File: config.mk
export PLATFORM = sky130hd
export DESIGN_NAME = axis_stop_limit_servo_input_control
export DESIGN_NICKNAME = d
export VERILOG_FILES = /design/src/stop_limit_pkg.sv /design/src/mode_mem_if.sv /design/src/mode_store.sv /design/src/axis_stop_limit_servo_input_control.sv
export SDC_FILE = /design/constraint.sdc
export NUM_CORES = 1
export LEC_CHECK = 0
export BUFFER_PORTS_ARGS = -buffer_cell sky130_fd_sc_hd__buf_2
export CORE_AREA = 4 4 244 246
export CTS_BUF_LIST = sky130_fd_sc_hd__clkbuf_8
export DETAILED_ROUTE_END_ITERATION = 12
export DIE_AREA = 0 0 248 250
export GPL_TIMING_DRIVEN = 1
export PLACE_DENSITY = 0.63
export SKIP_LAST_GASP = 1
export SLEW_MARGIN = 20
export SYNTH_ARGS = -nofsm -noshare
export SYNTH_HDL_FRONTEND = slang
export SYNTH_SLANG_ARGS = --single-unit
File: constraint.sdc
create_clock -name ref_clk -period 3.25 [get_ports ref_clk]
set_input_delay 0.1625 -clock ref_clk [delete_from_list [all_inputs] [get_ports ref_clk]]
set_output_delay 0.1625 -clock ref_clk [all_outputs]
set_load 0.03 [all_outputs]
File: src/stop_limit_pkg.sv
/*
 * Shared constants for the per-axis stop, servo and limit qualifier:
 * axis count, mode register field positions, error bit positions.
 * Assumes one chip clock and that every user includes this package.
 */
package stop_limit_pkg;

    localparam int NUM_AXES  = 4;
    localparam int NUM_STOPS = 3;
    localparam int MODE_W    = 16;
    localparam int POS_W     = 32;
    localparam int ERR_W     = 5;
    localparam int AXIS_IDX_W = 2;

    // Synchronised inputs per axis: three stops, inpos, alarm, +lim, -lim
    localparam int IN_PER_AXIS = 7;
    localparam int SYNC_W      = NUM_AXES * IN_PER_AXIS;
    localparam int IN_INPOS    = 3;
    localparam int IN_ALARM    = 4;
    localparam int IN_PLIM     = 5;
    localparam int IN_MLIM     = 6;

    // stop_limit_mode_reg fields
    localparam int STOP_POL_BIT0     = 0;
    localparam int STOP_EN_BIT0      = 1;
    localparam int STOP_FIELD_STRIDE = 2;
    localparam int INPOS_POL_BIT     = 6;
    localparam int INPOS_EN_BIT      = 7;
    localparam int ALARM_POL_BIT     = 8;
    localparam int ALARM_EN_BIT      = 9;
    localparam int HWL_POL_BIT       = 10;
    localparam int HWL_EN_BIT        = 11;
    localparam int HWL_STOP_TYPE_BIT = 12;
    localparam int SWL_EN_BIT        = 13;
    localparam int SWL_SRC_BIT       = 14;
    localparam int SWL_STOP_TYPE_BIT = 15;
    localparam logic [MODE_W-1:0] MODE_RESET = 16'h0000;

    // error_status_reg bits
    localparam int ERR_SWL_PLUS  = 0;
    localparam int ERR_SWL_MINUS = 1;
    localparam int ERR_HWL_PLUS  = 2;
    localparam int ERR_HWL_MINUS = 3;
    localparam int ERR_ALARM     = 4;

endpackage

File: src/mode_mem_if.sv
/*
 * Carrier between the qualifier top and its mode register store.
 * Assumes both ends sit on the same clock.
 */
`timescale 1ns/100ps
interface mode_mem_if;
    import stop_limit_pkg::*;

    logic                                  wr_en;
    logic [NUM_AXES-1:0]                   wr_mask;
    logic [MODE_W-1:0]                     wdata;
    logic [AXIS_IDX_W-1:0]                 rd_idx;
    logic [MODE_W-1:0]                     rdata;
    logic [NUM_AXES-1:0][MODE_W-1:0]       modes;

    modport owner (output wr_en, wr_mask, wdata, rd_idx,
                   input  rdata, modes);
    modport store (input  wr_en, wr_mask, wdata, rd_idx,
                   output rdata, modes);
endinterface

File: src/mode_store.sv
/*
 * One stop_limit_mode_reg copy per axis, multi-axis write by mask,
 * registered read of one axis. Assumes the owner holds rd_idx steady.
 */
`timescale 1ns/100ps
module mode_store (
    input  wire logic  ref_clk,
    input  wire logic  arst_n,
    mode_mem_if.store  mif
);
    import stop_limit_pkg::*;

    logic [NUM_AXES-1:0][MODE_W-1:0] mode_q;
    logic [NUM_AXES-1:0][MODE_W-1:0] mode_d;
    logic [MODE_W-1:0]               rdata_q;
    logic [MODE_W-1:0]               rdata_d;

    always_comb begin
        for (int a = 0; a < NUM_AXES; a++) begin
            mode_d[a] = (mif.wr_en && mif.wr_mask[a]) ? mif.wdata
                                                      : mode_q[a];
        end
        rdata_d = mode_q[mif.rd_idx];
    end

    always_ff @(posedge ref_clk or negedge arst_n) begin
        if (!arst_n) begin
            for (int a = 0; a < NUM_AXES; a++) begin
                mode_q[a] <= MODE_RESET;
            end
            rdata_q <= MODE_RESET;
        end else begin
            mode_q  <= mode_d;
            rdata_q <= rdata_d;
        end
    end

    assign mif.modes = mode_q;
    assign mif.rdata = rdata_q;
endmodule

File: src/axis_stop_limit_servo_input_control.sv
/*
 * Per-axis qualification of external stop, servo and limit inputs and
 * software limit checking for a four-axis pulse motion controller.
 * Assumes the pulse generator reports busy/direction/acc mode and acts
 * on the stop outputs; position counters and limit values come from
 * elsewhere on the same clock. Pins are asynchronous.
 */
// Notes on behaviour
// - One mode register per axis; access follows the last commanded axis.
// - Each stop input has a polarity bit, 0 low active, 1 high.
// - Each stop input has an enable bit; disabled inputs are ignored.
// - In-position input polarity bit, 0 low active, 1 high active.
// - With in-position check, busy stays high until in-position active.
// - Servo alarm polarity bit, 0 low active, 1 high active.
// - Enabled alarm active while driving sets error bit 4, stops.
// - Plus and minus hardware limits share one polarity bit.
// - Enabled limits in matching direction set bits 2/3 and stop.
// - Hardware limit stop type: 0 instant, 1 decelerating.
// - Enabled software limits set bits 0/1 in matching direction.
// - Plus software error when position at or above plus limit.
// - Minus software error when position strictly below minus limit.
// - Drive starts toward a direction in software error are refused.
// - Software limit compares logical counter at 0, real at 1.
// - Software limit stop type: 0 decelerating, 1 instant.
// - Reset clears every axis mode register to zero.
`timescale 1ns/100ps
module axis_stop_limit_servo_input_control (
    input  wire logic                                          ref_clk,
    input  wire logic                                          arst_n,
    input  wire logic                                          cmd_wr,
    input  wire logic [stop_limit_pkg::NUM_AXES-1:0]           cmd_axis,
    input  wire logic                                          mode_wr,
    input  wire logic [stop_limit_pkg::MODE_W-1:0]             mode_wdata,
    output logic      [stop_limit_pkg::MODE_W-1:0]             mode_rdata,
    input  wire logic [stop_limit_pkg::NUM_AXES-1:0]
                      [stop_limit_pkg::NUM_STOPS-1:0]          ext_stop_in,
    input  wire logic [stop_limit_pkg::NUM_AXES-1:0]           servo_in_position,
    input  wire logic [stop_limit_pkg::NUM_AXES-1:0]           servo_alarm_in,
    input  wire logic [stop_limit_pkg::NUM_AXES-1:0]           plus_limit_in,
    input  wire logic [stop_limit_pkg::NUM_AXES-1:0]           minus_limit_in,
    input  wire logic [stop_limit_pkg::NUM_AXES-1:0]           pulse_busy,
    input  wire logic [stop_limit_pkg::NUM_AXES-1:0]           drive_dir_minus,
    input  wire logic [stop_limit_pkg::NUM_AXES-1:0]           accel_drive,
    input  wire logic [stop_limit_pkg::NUM_AXES-1:0]
                      [stop_limit_pkg::POS_W-1:0]              logic_pos,
    input  wire logic [stop_limit_pkg::NUM_AXES-1:0]
                      [stop_limit_pkg::POS_W-1:0]              real_pos,
    input  wire logic [stop_limit_pkg::NUM_AXES-1:0]
                      [stop_limit_pkg::POS_W-1:0]              plus_sw_limit,
    input  wire logic [stop_limit_pkg::NUM_AXES-1:0]
                      [stop_limit_pkg::POS_W-1:0]              minus_sw_limit,
    input  wire logic [stop_limit_pkg::NUM_AXES-1:0]           start_req,
    input  wire logic [stop_limit_pkg::NUM_AXES-1:0]           start_dir_minus,
    output logic      [stop_limit_pkg::NUM_AXES-1:0]           start_refused,
    input  wire logic [stop_limit_pkg::NUM_AXES-1:0]           err_clear,
    output logic      [stop_limit_pkg::NUM_AXES-1:0]
                      [stop_limit_pkg::ERR_W-1:0]              error_status_reg,
    output logic      [stop_limit_pkg::NUM_AXES-1:0]           drive_busy,
    output logic      [stop_limit_pkg::NUM_AXES-1:0]           stop_instant,
    output logic      [stop_limit_pkg::NUM_AXES-1:0]           stop_decel
);
    import stop_limit_pkg::*;

    function automatic logic active_level(input logic raw, input logic pol);
        active_level = pol ? raw : ~raw;
    endfunction

    function automatic logic [AXIS_IDX_W-1:0] lowest_axis(
        input logic [NUM_AXES-1:0] mask);
        lowest_axis = '0;
        for (int i = NUM_AXES - 1; i >= 0; i--) begin
            if (mask[i]) begin
                lowest_axis = AXIS_IDX_W'(i);
            end
        end
    endfunction

    ////////////////////////////////////////////////////////////////////
    // Axis selection and mode register store

    mode_mem_if mif ();

    logic [NUM_AXES-1:0] axis_sel_q;
    logic [NUM_AXES-1:0] axis_sel_d;

    always_comb begin
        axis_sel_d = cmd_wr ? cmd_axis : axis_sel_q;
    end

    always_ff @(posedge ref_clk or negedge arst_n) begin
        if (!arst_n) begin
            axis_sel_q <= '0;
        end else begin
            axis_sel_q <= axis_sel_d;
        end
    end

    assign mif.wr_en   = mode_wr;
    assign mif.wr_mask = axis_sel_q;
    assign mif.wdata   = mode_wdata;
    // Reads with several axes assigned return the lowest one
    assign mif.rd_idx  = lowest_axis(axis_sel_q);
    assign mode_rdata  = mif.rdata;

    mode_store u_store (
        .ref_clk (ref_clk),
        .arst_n  (arst_n),
        .mif     (mif)
    );

    ////////////////////////////////////////////////////////////////////
    // Pin synchronisers

    logic [SYNC_W-1:0] pins_raw;
    logic [SYNC_W-1:0] sync1_q;
    logic [SYNC_W-1:0] sync2_q;
    logic [SYNC_W-1:0] sync3_q;
    logic [SYNC_W-1:0] filt_q;
    logic [SYNC_W-1:0] filt_d;

    always_comb begin
        for (int a = 0; a < NUM_AXES; a++) begin
            pins_raw[a*IN_PER_AXIS +: IN_PER_AXIS] =
                {minus_limit_in[a], plus_limit_in[a], servo_alarm_in[a],
                 servo_in_position[a], ext_stop_in[a]};
        end
    end

    always_comb begin
        for (int i = 0; i < SYNC_W; i++) begin
            filt_d[i] = (sync2_q[i] == sync3_q[i]) ? sync3_q[i] : filt_q[i];
        end
    end

    // Filter resets to all ones: idle high, like pulled-up pins
    always_ff @(posedge ref_clk or negedge arst_n) begin
        if (!arst_n) begin
            sync1_q <= '1;
            sync2_q <= '1;
            sync3_q <= '1;
            filt_q  <= '1;
        end else begin
            sync1_q <= pins_raw;
            sync2_q <= sync1_q;
            sync3_q <= sync2_q;
            filt_q  <= filt_d;
        end
    end

    ////////////////////////////////////////////////////////////////////
    // Per-axis qualification

    logic [NUM_AXES-1:0][ERR_W-1:0] err_q;
    logic [NUM_AXES-1:0][ERR_W-1:0] err_d;
    logic [NUM_AXES-1:0]            busy_q;
    logic [NUM_AXES-1:0]            busy_d;
    logic [NUM_AXES-1:0]            inst_q;
    logic [NUM_AXES-1:0]            inst_d;
    logic [NUM_AXES-1:0]            dec_q;
    logic [NUM_AXES-1:0]            dec_d;
    logic [NUM_AXES-1:0]            refuse_q;
    logic [NUM_AXES-1:0]            refuse_d;

    always_comb begin
        logic [MODE_W-1:0]      m;
        logic [IN_PER_AXIS-1:0] s;
        logic                   stop_hit;
        logic                   inpos_act;
        logic                   alarm;
        logic                   hw_p;
        logic                   hw_m;
        logic                   sw_p_err;
        logic                   sw_m_err;
        logic                   sw_p;
        logic                   sw_m;
        logic                   run;
        logic                   inst;
        logic                   dec;
        logic signed [POS_W-1:0] comp;
        logic [ERR_W-1:0]       ev;
        m = '0; s = '0; stop_hit = 1'b0; inpos_act = 1'b0;
        alarm = 1'b0; hw_p = 1'b0; hw_m = 1'b0; sw_p_err = 1'b0;
        sw_m_err = 1'b0; sw_p = 1'b0; sw_m = 1'b0; run = 1'b0;
        inst = 1'b0; dec = 1'b0; comp = '0; ev = '0;
        for (int a = 0; a < NUM_AXES; a++) begin
            m   = mif.modes[a];
            s   = filt_q[a*IN_PER_AXIS +: IN_PER_AXIS];
            run = pulse_busy[a];
            stop_hit = 1'b0;
            for (int k = 0; k < NUM_STOPS; k++) begin
                stop_hit = stop_hit
                    | (m[STOP_EN_BIT0 + STOP_FIELD_STRIDE*k]
                       & active_level(s[k],
                                      m[STOP_POL_BIT0 + STOP_FIELD_STRIDE*k]));
            end
            inpos_act = active_level(s[IN_INPOS], m[INPOS_POL_BIT]);
            alarm = m[ALARM_EN_BIT]
                  & active_level(s[IN_ALARM], m[ALARM_POL_BIT]);
            hw_p = m[HWL_EN_BIT] & ~drive_dir_minus[a]
                 & active_level(s[IN_PLIM], m[HWL_POL_BIT]);
            hw_m = m[HWL_EN_BIT] & drive_dir_minus[a]
                 & active_level(s[IN_MLIM], m[HWL_POL_BIT]);
            comp = m[SWL_SRC_BIT] ? $signed(real_pos[a])
                                  : $signed(logic_pos[a]);
            sw_p_err = comp >= $signed(plus_sw_limit[a]);
            sw_m_err = comp < $signed(minus_sw_limit[a]);
            sw_p = m[SWL_EN_BIT] & sw_p_err & ~drive_dir_minus[a];
            sw_m = m[SWL_EN_BIT] & sw_m_err & drive_dir_minus[a];
            // alarm error, limit errors, sw errors
            ev = {alarm, hw_m, hw_p, sw_m, sw_p} & {ERR_W{run}};
            // New events win over a clear in the same cycle
            err_d[a] = ev | (err_q[a] & ~{ERR_W{err_clear[a]}});
            // stop input type, hw type, sw type
            // Alarm has no type bit; stopping at once protects the drive
            inst = alarm
                 | ((hw_p | hw_m) & ~m[HWL_STOP_TYPE_BIT])
                 | ((sw_p | sw_m) & m[SWL_STOP_TYPE_BIT])
                 | (stop_hit & ~accel_drive[a]);
            dec  = ((hw_p | hw_m) & m[HWL_STOP_TYPE_BIT])
                 | ((sw_p | sw_m) & ~m[SWL_STOP_TYPE_BIT])
                 | (stop_hit & accel_drive[a]);
            inst_d[a] = run & inst;
            dec_d[a]  = run & dec & ~inst;
            busy_d[a] = run
                      | (busy_q[a] & m[INPOS_EN_BIT] & ~inpos_act);
            refuse_d[a] = start_req[a] & m[SWL_EN_BIT]
                        & (start_dir_minus[a] ? sw_m_err : sw_p_err);
        end
    end

    always_ff @(posedge ref_clk or negedge arst_n) begin
        if (!arst_n) begin
            err_q    <= '0;
            busy_q   <= '0;
            inst_q   <= '0;
            dec_q    <= '0;
            refuse_q <= '0;
        end else begin
            err_q    <= err_d;
            busy_q   <= busy_d;
            inst_q   <= inst_d;
            dec_q    <= dec_d;
            refuse_q <= refuse_d;
        end
    end

    assign error_status_reg = err_q;
    assign drive_busy       = busy_q;
    assign stop_instant     = inst_q;
    assign stop_decel       = dec_q;
    assign start_refused    = refuse_q;

    ////////////////////////////////////////////////////////////////////
    // Checks on axis 0

    logic [MODE_W-1:0] m0;
    assign m0 = mif.modes[0];

    AST_SEL_WRITE: assert property (@(posedge ref_clk) disable iff (!arst_n)
        cmd_wr && cmd_axis == 4'h1 ##1 !cmd_wr ##1 mode_wr && !cmd_wr
        |=> mif.modes[0] == $past(mode_wdata))
        else $error("mode write missed selected axis");

    AST_STOP_EN: assert property (@(posedge ref_clk) disable iff (!arst_n)
        pulse_busy[0] && m0[STOP_EN_BIT0] && accel_drive[0]
        && active_level(filt_q[0], m0[STOP_POL_BIT0])
        |=> stop_decel[0] || stop_instant[0])
        else $error("enabled stop input did not stop axis");

    AST_STOP_CONST: assert property (@(posedge ref_clk) disable iff (!arst_n)
        pulse_busy[0] && m0[STOP_EN_BIT0] && !accel_drive[0]
        && active_level(filt_q[0], m0[STOP_POL_BIT0])
        |=> stop_instant[0] && !stop_decel[0])
        else $error("constant speed stop not instant");

    AST_INPOS_HOLD: assert property (@(posedge ref_clk) disable iff (!arst_n)
        drive_busy[0] && !pulse_busy[0] && m0[INPOS_EN_BIT]
        && !active_level(filt_q[IN_INPOS], m0[INPOS_POL_BIT])
        |=> drive_busy[0])
        else $error("busy dropped before in-position");

    AST_ALARM: assert property (@(posedge ref_clk) disable iff (!arst_n)
        pulse_busy[0] && m0[ALARM_EN_BIT]
        && active_level(filt_q[IN_ALARM], m0[ALARM_POL_BIT])
        |=> error_status_reg[0][ERR_ALARM] && stop_instant[0])
        else $error("alarm did not set error and stop");

    AST_HWL_PLUS: assert property (@(posedge ref_clk) disable iff (!arst_n)
        pulse_busy[0] && !drive_dir_minus[0] && m0[HWL_EN_BIT]
        && active_level(filt_q[IN_PLIM], m0[HWL_POL_BIT])
        |=> error_status_reg[0][ERR_HWL_PLUS]
            && (stop_decel[0] || stop_instant[0]))
        else $error("plus hardware limit not flagged");

    AST_SWL_PLUS: assert property (@(posedge ref_clk) disable iff (!arst_n)
        pulse_busy[0] && !drive_dir_minus[0] && m0[SWL_EN_BIT]
        && !m0[SWL_SRC_BIT]
        && $signed(logic_pos[0]) >= $signed(plus_sw_limit[0])
        |=> error_status_reg[0][ERR_SWL_PLUS])
        else $error("plus software limit not flagged");

    AST_REFUSE: assert property (@(posedge ref_clk) disable iff (!arst_n)
        start_req[0] && start_dir_minus[0] && m0[SWL_EN_BIT]
        && (m0[SWL_SRC_BIT] ? $signed(real_pos[0])
                            : $signed(logic_pos[0]))
           < $signed(minus_sw_limit[0])
        |=> start_refused[0])
        else $error("start into minus limit not refused");

    AST_ERR_STICKY: assert property (@(posedge ref_clk) disable iff (!arst_n)
        error_status_reg[0][ERR_ALARM] && !err_clear[0]
        |=> error_status_reg[0][ERR_ALARM])
        else $error("alarm error lost without clear");

endmodule

; Word level (Yosys, flattened, before mapping)
; Index checks and enable logic that the tools add are counted.
[word_totals]
elab_cells = 336
regBits = 232
output_inout_bits = 52
[classes]
mux = 42
magnitude_cmp = 9
eq_ne = 28
bitwise = 208
n_reduce_logical = 4
[op_table]
columns = operator, n
row1 = >= comparator 32 bit, 4
row2 = < comparator 32 bit, 4
row3 = 2-to-1 mux 32 bit, 4
row4 = AND 1 bit, 100
row5 = NOT 1 bit, 52
row6 = AND 5 bit, 8
row7 = bitwise OR 1 bit, 40
row8 = binary-select mux 16 bit (select 2 bit), 1
row9 = 2-to-1 mux 1 bit, 32
row10 = == test 1 bit, 28
row11 = NOT 5 bit, 4
row12 = bitwise OR 5 bit, 4
row13 = 2-to-1 mux 16 bit, 1
row14 = 2-to-1 mux 2 bit, 4
row15 = logical AND 1 bit, 4
row16 = < comparator 2 x 3 -> 1 bit (second input constant), 1

; Depth between registers and ports, before layout
[depth]
ltp_word = 10
mapped_depth = 12
ltp_nobuf = 10

; Hierarchy
; A second synthesis with hierarchy kept.
[hier_totals]
hier_cells = 1596
hier_area_um2 = 16472.0
[modules_own_cells]
columns = mod, area_each_um2, cells_each, n_inst
row1 = axis_stop_limit_servo_input_control, 13277.7, 1424, 1
row2 = mode_store, 3194.3, 172, 1

; Least setup slack after synthesis
; OpenSTA, ideal clock, no wires.
[synth_path]
kind = register to register
startpoint = reg u_store.mode_q, in the netlist u_store.mif.modes[46]
endpoint = reg dec_q[2], in the netlist stop_decel[2]
n_path_buf = 2
setup_ns = 0.096
t_arrival_ns = 3.141
period_less_slack_ns = 3.236
path_stages_with_launch = 11
path_slack_ns = 0.014
path_cell_list = dfrtp_1 buf_2 clkbuf_1 mux2_2 ha_1 nand4_1 nand2b_1 or3_1 or4_4 a311o_1 a311oi_2
[synth_via]
elab_chain_cells = 10
[synth_lines]
columns = item, line_no
row1 = "start, declared", mode_store.sv:13  ; logic [NUM_AXES-1:0][MODE_W-1:0] mode_q;
row2 = "start signal, assigned", mode_store.sv:33  ; mode_q <= mode_d;
row3 = 2-to-1 mux 32 bit *, axis_stop_limit_servo_input_control.sv:203  ; comp = m[SWL_SRC_BIT] ? $signed(real_pos[a])
row4 = >= comparator 32 bit / < comparator 32 bit (equally long branches), "axis_stop_limit_servo_input_control.sv:205, axis_stop_limit_servo_input_control.sv:206"
row5 = "AND 1 bit, on equally long branches (2 in a row)", "axis_stop_limit_servo_input_control.sv:207, axis_stop_limit_servo_input_control.sv:208"
row6 = bitwise OR 1 bit *, "axis_stop_limit_servo_input_control.sv:217, axis_stop_limit_servo_input_control.sv:220"
row7 = "AND 1 bit, on equally long branches", "axis_stop_limit_servo_input_control.sv:220, axis_stop_limit_servo_input_control.sv:217"
row8 = "bitwise OR 1 bit, on equally long branches", "axis_stop_limit_servo_input_control.sv:220, axis_stop_limit_servo_input_control.sv:217"
row9 = "bitwise OR 1 bit, on equally long branches", "axis_stop_limit_servo_input_control.sv:221, axis_stop_limit_servo_input_control.sv:218"
row10 = AND 1 bit / NOT 1 bit (equally long branches), axis_stop_limit_servo_input_control.sv:223  ; dec_d[a] = run & dec & ~inst;
row11 = AND 1 bit *, axis_stop_limit_servo_input_control.sv:223
row12 = net dec_d[2], axis_stop_limit_servo_input_control.sv:160  ; logic [NUM_AXES-1:0] dec_d;
row13 = "end signal, assigned", axis_stop_limit_servo_input_control.sv:236  ; dec_q <= '0;
row14 = "end signal, assigned", axis_stop_limit_servo_input_control.sv:242  ; dec_q <= dec_d;
row15 = "end, declared", axis_stop_limit_servo_input_control.sv:159  ; logic [NUM_AXES-1:0] dec_q;
; The timed path passes the listed nets; every way through them passes the cells marked *.
; A chain may end at the register's enable or synchronous reset.

; Worst setup path after layout
[layout_path]
startpoint = reg u_store.mode_q, in the netlist u_store.mif.modes[30]
endpoint = reg dec_q[1], in the netlist stop_decel[1]
; The elaborated chain is that of the path after synthesis.

==> flow_summary.toml <==
[global_routing]
grt-ovfl-total = 0
grt_pass1_vias = 16100
grt_pass1_wl_mm = 93.5
grt_max_degree = 122
grtUsageTotal_pct = 19.7
grt_antenna_before_repair = 11

[timing]
period_minus_slack_ps = 3230
final_hold_viol_count = 0
tightest_slew_ps = 1030
slew_viol_final = 0
timing.fmax_mhz = 309
final-setup-viol-count = 0
finalClockSkew_ps = 28.0
finalSetupTns_ps = 0
period_share_pct = 99.5
rsz0062_at_grt = "true"
slew_headroom_pct = 31.3

[yosys]
async_flop_share_pct = 100
synth_commonest_cells = "inv_1 (288), ha_1 (252), mux2_2 (192)"
syn_inst = 1579
yosys.area.top_type = "ha_1"
synth_ff_type = "dfrtp_1"
synth.cell_area_um2 = 16400
ys_top_cells_by_area = "ha_1 (19%), dfrtp_1 (18%), dfstp_2 (18%)"
avgSynthCellArea_um2 = 10.4
synth-seq-cells = 232
synthMostInstantiatedCell = "inv_1"
synthesis.nets = 2419
yosysUniqueCellTypes = 70
synth_seq_area_share_pct = 36.4
synth-edff-count = 0
synth_top_area_share_pct = 19.3
yosysWarnings = 0

[routing]
wire_per_inst_um = 20.8
ant_nets = 0
dr.pass1.iters = 5
met3_length_mm = 3.74
drt_iter0_drc = 592
top_layer = "met5"
vias_per_cell = 4.75
m1WireLength_mm = 27.1
drt-total-wl_mm = 66.1
vias = 15100
wl_met2_mm = 32.9
route.detailed.drc = 0

[floorplan]
rows = 88
core_um2 = 57400
fp.dieW_um = 248
die_area_um2 = 62000
top_level_ports = 640
start_util_pct = 28.5
die_y_um = 250

[setup_path]
crit_fanout = 8
end_kind = "register"
worstSetupPathType = "register to register"
critical_path_required_ps = 3720
arrival_ps = 3700
critPathLaunchType = "register"

[place]
portBuffers = 639
dp_hpwl_mm = 54.5
place_congestion = 0.952

[clocking]
clk_latency_ps = 590
cts_made_buffers = 43
clock-sinks = 232
clk_pin_slew_ps = 60
clock-root-buffer = "clkbuf_8"
tritoncts = "yes"
clockBufferDepth = 3
cts.htree.levels = 2

[power_and_ir_drop]
leakage_nw = 11.8
power_w = 0.0110
powerDensity_nw_per_um2 = 470
irDropWorstVdd_mv = 0.336

[outcome]
status = "complete, no violations"

[cells_and_area]
largest_register_ff_count = 64
drive_above_1_share_pct = 48.2
fin_nets = 3212
fill_cells = 5614
area_growth_pct = 42.9

[flow_run]
cap_violations = 0

[hold_path]
holdCritPathClass = "primary input to register"
-- per-stage QoR --
step	hold WS [ps]	setup WS, ps	instances	area [um2]	utilization, %
floorplan	-133	13.5	1579	16400	-
global placement	267	-229	2993	20800	36.2
detailed placement	269	-282	2993	20800	36.2
CTS	19.0	-4.43	3151	22500	39.2
global route	48.8	-142	3178	23400	40.7
finish	71.6	16.9	3179	23400	40.7
-- layer usage --
layer | up-vias | track usage [%]
met2 | 462 | 34.8
met1 | 7320 | 23.8
met4 | 4 | 7.00
met3 | 121 | 3.80
li1 | 7208 | -
met5 | - | 0
-- kinds of logic (layout without fill, tap and decap cells) --
group	after synthesis	in the layout	share of synthesized area (%)
flops	232	232	36.4
buf+inv	310	1138	7.16
fa+ha+maj	280	280	21.0
compound gates	268	268	10.6
xor+xnor	28	28	1.50
mux	215	215	15.9
simple gates	246	246	7.49
other cells	0	7	0
-- cell usage in the layout (no fill, tap or decap), drive strengths merged, types with 8 or more instances in the layout --
cell type / n
a21oi: 95
o21a: 11
dfrtp: 120
mux4: 16
a21o: 9
nand4: 35
nor2b: 10
inv: 302
nand3: 30
nand2: 86
o21ai: 52
ha: 252
dfstp: 112
nor2: 32
o22ai: 11
xnor2: 24
o211ai: 10
buf: 690
and3: 8
mux2: 192
nor3: 9
dlygate4sd3: 75
a211oi: 12
clkbuf: 60
clkinv: 9
maj3: 28
-- worst max-delay path: stages, from the launching register on --
cell and delay (ps):
dfrtp_1 390, buf_12 160, buf_6 130, buf_4 110, mux2_2 350, ha_1 200
a211oi_2 230, o21bai_1 100, a221oi_2 320, o21ai_1 90, or4_1 480, o211ai_1 190
nand3_1 160, and4b_1 200
-- where the power goes --
group | internal [W] | switching (W) | leakage, nW
Sequential | 0.00335 | 0.000337 | 2.63
Combinational | 0.00210 | 0.00229 | 8.68
Clock | 0.00162 | 0.00129 | 0.526
Total | 0.00707 | 0.00392 | 11.8
-- area by class of cell --
cell class | instances | area (um2) | share of cell area [%]
clock buffers | 55 | 757 | 3.24
repair buffers | 770 | 4630 | 19.8
well taps | 765 | 957 | 4.10
flip-flops and latches | 232 | 5950 | 25.5
clock inverters | 25 | 165 | 0.707
multi-input cells | 1037 | 9810 | 42.0
inverters | 288 | 1080 | 4.63
diodes | 7 | 17.5 | 0.0749
-- final timing paths --
path                                                    from                                end  slack (ps)  cells past startpoint
max                        u_store.mif.modes[30]$_DFFE_PN0P_            stop_decel[1]$_DFF_PN0_          20                     13
min reg2reg                            sync1_q[13]$_DFF_PN1_              sync2_q[13]$_DFF_PN1_         350                      0
min in group asynchronous                             arst_n  u_store.mif.modes[48]$_DFFE_PN0P_         260                      2
max in group asynchronous                             arst_n              sync3_q[19]$_DFF_PN1_        2100                      3
min                                           accel_drive[2]            stop_decel[2]$_DFF_PN0_          70                      3
max reg2reg                u_store.mif.modes[30]$_DFFE_PN0P_            stop_decel[1]$_DFF_PN0_          20                     13
-- repair_timing --
| action | 4_1_cts | 5_1_grt |
|---|---|---|
| hold buffers | 75 | 0 |
| pin swaps | 4 | 53 |
| endpoints found under the setup margin | 5 | 11 |
| setup buffers | 2 | 16 |
| endpoints found under the hold margin | 168 | 0 |
| gates resized for setup | 7 | 97 |
| cloned | 1 | 5 |
Power figures use the tool's default switching activity.
